==> src/logic/video_convert_pkg.sv <==
`default_nettype none
package video_convert_pkg;

  // ----------------------------------------------------------------
  // Bus geometry
  // ----------------------------------------------------------------
  localparam int ADDR_W = 12;
  localparam int DATA_W = 32;

  // ----------------------------------------------------------------
  // Register byte offsets
  // ----------------------------------------------------------------
  localparam logic [11:0] OFS_ENGINE_CONTROL = 12'h004;
  localparam logic [11:0] OFS_IRQ_ENABLE = 12'h008;
  localparam logic [11:0] OFS_IRQ_ARM_SET = 12'h00C;
  localparam logic [11:0] OFS_IRQ_ARM_CLEAR = 12'h010;
  localparam logic [11:0] OFS_IRQ_FRAME_STATUS = 12'h014;
  localparam logic [11:0] OFS_IRQ_STATUS_CLEAR = 12'h018;

  // ----------------------------------------------------------------
  // Control field positions
  // ----------------------------------------------------------------
  localparam int BIT_FRAME_START = 0;
  localparam int BIT_LUMA_PROC = 1;
  localparam int BIT_CHROMA_PROC = 2;
  localparam int BIT_MODE_LO = 4;
  localparam int BIT_MODE_HI = 5;
  localparam int BIT_BOTTOM_FIELD = 6;
  localparam int BIT_TOP_FIELD = 7;
  localparam int BIT_RESIZE = 8;
  localparam int BIT_RANGE_MAP = 9;
  localparam int BIT_CHROMA_CONV = 10;
  localparam int BIT_MENU_OVERLAY = 11;
  localparam int BIT_PROGRESSIVE = 12;
  localparam int BIT_RESULT_FMT = 13;
  localparam int BIT_VIDEO_FMT = 14;
  localparam int BIT_OVERLAY_FMT = 15;
  localparam int BIT_IRQ_FLAG = 0;

  // ----------------------------------------------------------------
  // Reset values and masks
  // ----------------------------------------------------------------
  localparam logic [15:0] CTRL_CFG_MASK = 16'hFFF6;
  localparam logic [15:0] CTRL_RESET = 16'h0000;
  localparam logic [31:0] READ_ZERO = 32'h0000_0000;

  // ----------------------------------------------------------------
  // Types
  // ----------------------------------------------------------------
  typedef enum logic [1:0] {
    FLOW_EDGE_PAD = 2'h0,
    FLOW_TRANS_CODE = 2'h1,
    FLOW_PRE_CODEC = 2'h2,
    FLOW_POST_CODEC = 2'h3
  } flow_mode_t;

  typedef enum logic [1:0] {
    ENG_IDLE = 2'b00,
    ENG_LAUNCH = 2'b01,
    ENG_RUN = 2'b11
  } engine_state_t;

endpackage : video_convert_pkg
`default_nettype wire

==> src/logic/video_convert_ctrl_irq_regs.sv <==
// Function
// [RQ1] Start bit launches one frame; reads 1 while busy, 0 when idle
// [RQ2] Start bit cannot be altered while busy; only 0 to 1 launches
// [RQ3] Chroma enable sampled at start; 0 means no chroma processing
// [RQ4] Luma enable sampled at start; 0 means no luma processing
// [RQ5] Software enables luma or chroma, and top or bottom field
// [RQ6] Field enables act only in interlaced processing
// [RQ7] Two-bit mode picks edge pad, trans-code, pre-codec, post-codec
// [RQ8] Menu overlay enable acts only in modes 1h and 3h
// [RQ9] Range mapping enable acts only in trans-code or post-codec
// [RQ10] Resize enable acts in every mode except mode 0
// [RQ11] Horizontal chroma conversion gated by bit; vertical follows mode
// [RQ12] Software never enables resize and menu overlay together
// [RQ13] Bit 12 selects interlaced per-field or progressive frame work
// [RQ14] Bits 15..13 pick field or frame storage for three buffers
// [RQ15] Software supplies overlay source in progressive form
// [RQ16] Software writes enable first, then arms the interrupt
// [RQ17] Arm bit takes only ones, held 0 while enable is 0
// [RQ18] Armed engine pulses the interrupt once per finished frame
// [RQ19] Disarm write clears arm only when enable and arm are 1
// [RQ20] Status reads 0 during a frame, 1 once done and unchecked
// [RQ21] Writing 1 to status clear zeroes status; reads back 0
// [RQ22] Frame end drops start bit and raises status in one cycle
`default_nettype none
module video_convert_ctrl_irq_regs
  import video_convert_pkg::*;
(
  // Clock and reset
  input wire logic pclk,
  input wire logic presetn,
  // APB slave
  input wire logic psel,
  input wire logic penable,
  input wire logic pwrite,
  input wire logic [ADDR_W-1:0] paddr,
  input wire logic [DATA_W-1:0] pwdata,
  output logic pready,
  output logic [DATA_W-1:0] prdata,
  output logic pslverr,
  // Datapath handshake
  input wire logic frame_finished,
  output logic frame_launch,
  // Frame configuration held for the datapath
  output logic luma_proc_act,
  output logic chroma_proc_act,
  output logic top_field_act,
  output logic bottom_field_act,
  output logic [1:0] flow_mode_act,
  output logic resize_act,
  output logic range_map_act,
  output logic chroma_conv_h_act,
  output logic chroma_conv_v_act,
  output logic menu_overlay_act,
  output logic progressive_act,
  output logic overlay_src_fmt_act,
  output logic video_src_fmt_act,
  output logic result_fmt_act,
  // Interrupt
  output logic irq_pulse
);

  // ----------------------------------------------------------------
  // Helpers
  // ----------------------------------------------------------------
  function automatic logic reg_mapped(input logic [ADDR_W-1:0] a);
    reg_mapped = (a == OFS_ENGINE_CONTROL) || (a == OFS_IRQ_ENABLE) ||
                 (a == OFS_IRQ_ARM_SET) || (a == OFS_IRQ_ARM_CLEAR) ||
                 (a == OFS_IRQ_FRAME_STATUS) ||
                 (a == OFS_IRQ_STATUS_CLEAR);
  endfunction : reg_mapped

  // Trans-code and post-codec share the odd codes
  function automatic logic mode_odd(input logic [1:0] m);
    mode_odd = (m == FLOW_TRANS_CODE) || (m == FLOW_POST_CODEC);
  endfunction : mode_odd

  function automatic logic mode_active(input logic [1:0] m);
    mode_active = (m != FLOW_EDGE_PAD);
  endfunction : mode_active

  // ----------------------------------------------------------------
  // State
  // ----------------------------------------------------------------
  engine_state_t state;
  logic [15:0] ctrl_cfg;
  logic irq_enable_bit;
  logic irq_arm_bit;
  logic frame_done_flag;
  logic busy;
  logic setup_phase;
  logic access_done;
  logic wr_en;
  logic wr_ctrl;
  logic wr_enable;
  logic wr_arm;
  logic wr_disarm;
  logic wr_stclr;
  logic launch;
  logic done_evt;
  logic [1:0] wmode;
  logic [DATA_W-1:0] next_prdata;

  assign busy = (state != ENG_IDLE);
  assign setup_phase = psel & ~penable;
  assign access_done = psel & penable & pready;
  assign wr_en = access_done & pwrite;
  assign wr_ctrl = wr_en & (paddr == OFS_ENGINE_CONTROL);
  assign wr_enable = wr_en & (paddr == OFS_IRQ_ENABLE);
  assign wr_arm = wr_en & (paddr == OFS_IRQ_ARM_SET);
  assign wr_disarm = wr_en & (paddr == OFS_IRQ_ARM_CLEAR);
  assign wr_stclr = wr_en & (paddr == OFS_IRQ_STATUS_CLEAR);
  assign wmode = pwdata[BIT_MODE_HI:BIT_MODE_LO];
  // Only an idle engine accepts a start; busy writes leave it alone
  assign launch = wr_ctrl & pwdata[BIT_FRAME_START] & ~busy; // see [RQ2]
  assign done_evt = (state == ENG_RUN) & frame_finished;

  // ----------------------------------------------------------------
  // APB response
  // ----------------------------------------------------------------
  // Zero wait: ready and read data are flopped at the setup edge
  always_comb begin
    next_prdata = READ_ZERO;
    unique case (paddr)
      OFS_ENGINE_CONTROL:
        next_prdata = {16'h0000, ctrl_cfg | {15'h0000, busy}}; // see [RQ1]
      OFS_IRQ_ENABLE:
        next_prdata = {31'h0000_0000, irq_enable_bit};
      OFS_IRQ_ARM_SET:
        next_prdata = {31'h0000_0000, irq_arm_bit};
      OFS_IRQ_FRAME_STATUS:
        next_prdata = {31'h0000_0000, frame_done_flag}; // see [RQ20]
      // Clear registers are write-only and read as zero
      default:
        next_prdata = READ_ZERO; // see [RQ21]
    endcase
  end

  always_ff @(posedge pclk or negedge presetn) begin
    if (!presetn) begin
      pready <= 1'b0;
      pslverr <= 1'b0;
      prdata <= READ_ZERO;
    end else begin
      pready <= setup_phase;
      pslverr <= setup_phase & ~reg_mapped(paddr);
      if (setup_phase && !pwrite) begin
        prdata <= next_prdata;
      end else if (setup_phase) begin
        prdata <= READ_ZERO;
      end
    end
  end

  // ----------------------------------------------------------------
  // Frame engine sequencing
  // ----------------------------------------------------------------
  always_ff @(posedge pclk or negedge presetn) begin
    if (!presetn) begin
      state <= ENG_IDLE;
    end else begin
      unique case (state)
        ENG_IDLE: begin
          if (launch) begin
            state <= ENG_LAUNCH; // see [RQ1]
          end
        end
        ENG_LAUNCH: state <= ENG_RUN;
        ENG_RUN: begin
          if (frame_finished) begin
            state <= ENG_IDLE; // see [RQ22]
          end
        end
        default: state <= ENG_IDLE;
      endcase
    end
  end

  always_ff @(posedge pclk or negedge presetn) begin
    if (!presetn) begin
      frame_launch <= 1'b0;
    end else begin
      frame_launch <= launch; // see [RQ1]
    end
  end

  // ----------------------------------------------------------------
  // Control register
  // ----------------------------------------------------------------
  // Still writable mid-frame; the frame runs on its launch copy
  always_ff @(posedge pclk or negedge presetn) begin
    if (!presetn) begin
      ctrl_cfg <= CTRL_RESET;
    end else if (wr_ctrl) begin
      ctrl_cfg <= pwdata[15:0] & CTRL_CFG_MASK;
    end
  end

  // ----------------------------------------------------------------
  // Frame configuration captured on the start edge
  // ----------------------------------------------------------------
  always_ff @(posedge pclk or negedge presetn) begin
    if (!presetn) begin
      luma_proc_act <= 1'b0;
      chroma_proc_act <= 1'b0;
      flow_mode_act <= FLOW_EDGE_PAD;
    end else if (launch) begin
      luma_proc_act <= pwdata[BIT_LUMA_PROC]; // see [RQ4]
      chroma_proc_act <= pwdata[BIT_CHROMA_PROC]; // see [RQ3]
      flow_mode_act <= wmode; // see [RQ7]
    end
  end

  always_ff @(posedge pclk or negedge presetn) begin
    if (!presetn) begin
      top_field_act <= 1'b0;
      bottom_field_act <= 1'b0;
      progressive_act <= 1'b0;
    end else if (launch) begin
      progressive_act <= pwdata[BIT_PROGRESSIVE]; // see [RQ13]
      top_field_act <= pwdata[BIT_TOP_FIELD] &
                       ~pwdata[BIT_PROGRESSIVE]; // see [RQ6]
      bottom_field_act <= pwdata[BIT_BOTTOM_FIELD] &
                          ~pwdata[BIT_PROGRESSIVE]; // see [RQ6]
    end
  end

  // Resize and overlay not checked against each other: driver's job
  always_ff @(posedge pclk or negedge presetn) begin
    if (!presetn) begin
      resize_act <= 1'b0;
      range_map_act <= 1'b0;
      chroma_conv_h_act <= 1'b0;
      chroma_conv_v_act <= 1'b0;
      menu_overlay_act <= 1'b0;
    end else if (launch) begin
      resize_act <= pwdata[BIT_RESIZE] & mode_active(wmode); // see [RQ10]
      range_map_act <= pwdata[BIT_RANGE_MAP] & mode_odd(wmode); // see [RQ9]
      chroma_conv_h_act <= pwdata[BIT_CHROMA_CONV] &
                           mode_active(wmode); // see [RQ11]
      chroma_conv_v_act <= mode_active(wmode); // see [RQ11]
      menu_overlay_act <= pwdata[BIT_MENU_OVERLAY] &
                          mode_odd(wmode); // see [RQ8]
    end
  end

  always_ff @(posedge pclk or negedge presetn) begin
    if (!presetn) begin
      overlay_src_fmt_act <= 1'b0;
      video_src_fmt_act <= 1'b0;
      result_fmt_act <= 1'b0;
    end else if (launch) begin
      overlay_src_fmt_act <= pwdata[BIT_OVERLAY_FMT]; // see [RQ14]
      video_src_fmt_act <= pwdata[BIT_VIDEO_FMT]; // see [RQ14]
      result_fmt_act <= pwdata[BIT_RESULT_FMT]; // see [RQ14]
    end
  end

  // ----------------------------------------------------------------
  // Interrupt enable and arming
  // ----------------------------------------------------------------
  always_ff @(posedge pclk or negedge presetn) begin
    if (!presetn) begin
      irq_enable_bit <= 1'b0;
    end else if (wr_enable) begin
      irq_enable_bit <= pwdata[BIT_IRQ_FLAG];
    end
  end

  always_ff @(posedge pclk or negedge presetn) begin
    if (!presetn) begin
      irq_arm_bit <= 1'b0;
    end else if (!irq_enable_bit) begin
      irq_arm_bit <= 1'b0; // see [RQ17]
    end else if (wr_arm && pwdata[BIT_IRQ_FLAG]) begin
      irq_arm_bit <= 1'b1; // see [RQ17]
    end else if (wr_disarm && pwdata[BIT_IRQ_FLAG] && irq_arm_bit) begin
      irq_arm_bit <= 1'b0; // see [RQ19]
    end
  end

  always_ff @(posedge pclk or negedge presetn) begin
    if (!presetn) begin
      irq_pulse <= 1'b0;
    end else begin
      irq_pulse <= done_evt & irq_enable_bit & irq_arm_bit; // see [RQ18]
    end
  end

  // ----------------------------------------------------------------
  // Frame status
  // ----------------------------------------------------------------
  // Completion wins over a clear landing in the same cycle
  always_ff @(posedge pclk or negedge presetn) begin
    if (!presetn) begin
      frame_done_flag <= 1'b0;
    end else if (done_evt) begin
      frame_done_flag <= 1'b1; // see [RQ22]
    end else if (launch) begin
      frame_done_flag <= 1'b0; // see [RQ20]
    end else if (wr_stclr && pwdata[BIT_IRQ_FLAG]) begin
      frame_done_flag <= 1'b0; // see [RQ21]
    end
  end
endmodule : video_convert_ctrl_irq_regs
`default_nettype wire

==> config.mk <==
export PLATFORM = sky130hd
export DESIGN_NAME = video_convert_ctrl_irq_regs
export DESIGN_NICKNAME = d
export VERILOG_FILES = /design/src/logic/video_convert_pkg.sv /design/src/logic/video_convert_ctrl_irq_regs.sv
export SDC_FILE = /design/constraint.sdc
export NUM_CORES = 1
export LEC_CHECK = 0
export BUFFER_PORTS_ARGS = -buffer_cell sky130_fd_sc_hd__buf_4
export CORE_MARGIN = 3
export CORE_UTILIZATION = 30
export CTS_BUF_LIST = sky130_fd_sc_hd__clkbuf_4
export DETAILED_ROUTE_END_ITERATION = 12
export PLACE_DENSITY = 0.64
export SLEW_MARGIN = 0
export SYNTH_ARGS = -nofsm -noshare
export SYNTH_HDL_FRONTEND = slang
export SYNTH_SLANG_ARGS = --single-unit
==> constraint.sdc <==
create_clock -name pclk -period 2.54 [get_ports pclk]
set_input_delay 0.254 -clock pclk [delete_from_list [all_inputs] [get_ports pclk]]
set_output_delay 0.254 -clock pclk [all_outputs]
set_load 0.05 [all_outputs]
==> key figures <==
Pwr
  – Tot Pwr: 1.57 mW
  – Int Pwr: 1.19 mW
  – Leakage: 1.53 nW
  – PwrDens: 527 nW/um2
  – Seq pwr share: 53.8%
  – Logic gate share of total power: 9.8%
  – Clock share of power: 36.3%
  – Switching share of power: 24.0%
  – P_sw: 0.378 mW
  – Max IR drop VDD: 0.250 mV

Clock network
  – Clock Latency Late Sink: 0.36 ns
  – H-tree Lvls: 2
  – Worst-path clk slew: 0.15 ns
  – Maximum clock path buffer count: 2
  – Clk sinks: 53
  – CTS tree: built
  – Clock Tree Root: clkbuf_4
  – CTS buffer count: 5

Hold path
  – Hold path endpoint: prdata[0]
  – Hold WC Path Type: in -> reg
  – HP Start: pwrite
  – Hold Crit Depth: 2

Placement
  – Hpwl dp: 3570 um
  – Routability Congestion: 0.780
  – DP Cell Count: 342
  – PortBufs: 66

Run status
  – Outcome: finished, final reports clean

Global routing
  – Initial antenna violation count: 0
  – First-pass GRT wire length: 7880 um
  – Total grt overflow: 0
  – Largest net degree at the start of global routing: 54
  – Total global-route track usage: 11.5%
  – Vias in the first global route: 1558

Synthesis
  – Cell area after synthesis: 2330 um2
  – Mean Syn Cell Area: 12.9 um2
  – Post-Syn Instances: 181
  – Synth area leader: dfrtp_1
  – Main synth FF type: dfrtp_1
  – Seq cells post-synth: 53
  – Synth top area share: 56.8%
  – Syn. warnings: 0
  – Ranking of synthesized cells by area: dfrtp_1, mux2_2, buf_4, a22o_1, mux2i_1
  – Post-synth cell types: 36
  – Post-synth EDFFs: 0
  – Seq/Total Area, Yosys: 56.8%
  – Ys async rst share: 100%

Final layout
  – Nets: 301
  – Synth-to-layout area growth: 28.0%
  – Layout cells sized above 1: 42.1%
  – Fillers: 734
  – Antenna diodes: 0
  – Fin cells: 351

Floorplan
  – I/O pin total: 101
  – Die H: 94.2 um
  – Die Area: 8870 um2
  – Site row count: 31
  – Initial Util: 31.5%
  – Placeable Area: 7410 um2
  – Die width: 94.2 um

Setup path
  – Max incr delay on CP: 0.40 ns
  – Worst Setup End Kind: register
  – Critical path type: reg -> reg
  – Crit Reg-Reg Startpoint: pready
  – Slowest cell on crit path: dfrtp_1
  – Startpoint types: register
  – R2R Path End: overlay_src_fmt_act
  – Worst EP required: 2.81 ns
  – WP data arrival: 2.03 ns
  – R2R setup slack: 0.77 ns
  – Crit-path cells: and4_1 -> nand2_1 -> nor4_4 -> buf_4 -> mux2_2
  – Crit path max fanout: 16
  – R2R depth: 5

Route
  – DRT antenna net count: 0
  – First-pass DRT Iterations: 4
  – Residual DRC: 0
  – Initial drt markers: 23
  – Detailed-route wire length: 4970 um
  – Via count: 1581
  – Drt wl/cell: 14.2 um
  – Vias per inst: 4.50

STA
  – Crit path time final: 1.77 ns
  – Slew Limit Fails: 0
  – Final setup viols: 0
  – Final setup TNS: 0 ns
  – Layout Skew: 0.00357 ns
  – Worst slew pin tran: 0.694 ns
  – Relative slew slack: 53.7%
  – F_max: 565 MHz
  – Unrepaired setup endpoints after global routing: false
  – Period utilization: 69.7%
  – WHS: 0.0917 ns
  – Final Hold Fails: 0

Run
  – Maxcap violations: 0
final cells by class:
class	count	area [um2]	share of cell area, %
Clock buffer	5	37.5	1.26
Multi-Input combinational cell	112	868	29.1
Inverter	8	30.0	1.01
Timing Repair Buffer	71	536	17.9
Sequential cell	53	1330	44.4
Tap cell	99	124	4.15
Clock inverter	3	65.1	2.18
synthesized netlist by cell type (2+ instances only):
cell	number
nand4_1	3
mux2i_1	6
nor2b_1	2
inv_1	8
nor4_1	2
dfrtp_1	53
clkbuf_1	2
nor2_1	6
nor3_2	2
nor4_4	2
mux2_1	4
and3_1	3
o21ai_0	4
buf_2	3
nor3_1	2
a22o_1	14
nand2_1	6
nand2b_1	3
mux2_2	21
o21bai_1	2
buf_4	18
power by group through the flow:
stage,sequential (mW),combinational (mW),clock [mW]
CTS,0.847,0.157,0.599
floorplan,0.869,0.0971,0
global route,0.847,0.168,0.633
detailed placement,0.862,0.155,0
global placement,0.862,0.154,0
finish,0.847,0.155,0.571
worst max path at each step:
stage	start	end	slack, ns
2_1_floorplan	pready	chroma_proc_act	0.50
3_3_place_gp	paddr[9]	bottom_field_act	0.60
3_5_place_dp	paddr[9]	top_field_act	0.56
4_1_cts	pready	overlay_src_fmt_act	0.73
5_1_grt	pready	overlay_src_fmt_act	0.66
6_report	pready	overlay_src_fmt_act	0.77
metal layers:
layer	up-vias	global-route usage, %	part of all wire [%]
li1	748	-	-
met1	778	14.7	44
met2	50	18.6	48
met3	5	3.69	7.6
met4	0	3.61	1.0
met5	-	0	0
stage by stage:
stage | setup WS (ns) | instance area (um2) | util (%)
floorplan | 0.499 | 2390 | -
global placement | 0.599 | 2870 | 38.8
detailed placement | 0.563 | 2870 | 38.8
CTS | 0.734 | 2990 | 40.3
global route | 0.656 | 2990 | 40.3
finish | 0.771 | 2990 | 40.3
sequential cells by signal (all words and copies together) (netlist names), 2 cells and up:
name           cells
ctrl_cfg          14
state              2
prdata            15
flow_mode_act      2
placed cells by master, fill, tap and decap left out, types with 2 or more instances in the layout:
master and count:
a22o_1 14, and3_1 3, buf_4 70, bufinv_16 2, clkbuf_4 5, conb_1 17, dfrtp_1 53, inv_1 8
mux2_1 4, mux2_2 21, mux2i_1 6, nand2_1 6, nand2b_1 3, nand4_1 3, nor2_1 6, nor2b_1 2
nor3_1 2, nor3_2 2, nor4_1 2, nor4_4 2, o21ai_0 4, o21bai_1 2
critical path: cells and delay by family, from the launching register on:
| family | cells | cell delay, ns |
|---|---|---|
| buffers and inverters | 1 | 0.30 |
| DFF | 1 | 0.40 |
| muxes | 1 | 0.36 |
| and+or+nand+nor | 3 | 0.60 |
repair_timing:
action / CTS / global route
buffers inserted: 0 / 0
endpoints found under the hold margin: 53 / 0
hold buffers: 1 / 0
resized for setup: 0 / 0
logic make-up (layout without fill, tap and decap cells):
group                  Yosys count  in the layout  share of synthesized area (%)
DFF                             53             53                           56.8
other                            1             17                          0.161
muxes                           31             31                           14.6
buffers and inverters           32             87                           8.53
and+or+nand+nor                 39             39                           11.5
AOI/OAI and AO/OA               25             25                           8.37
Note: power is estimated with default switching activity, not from simulation.
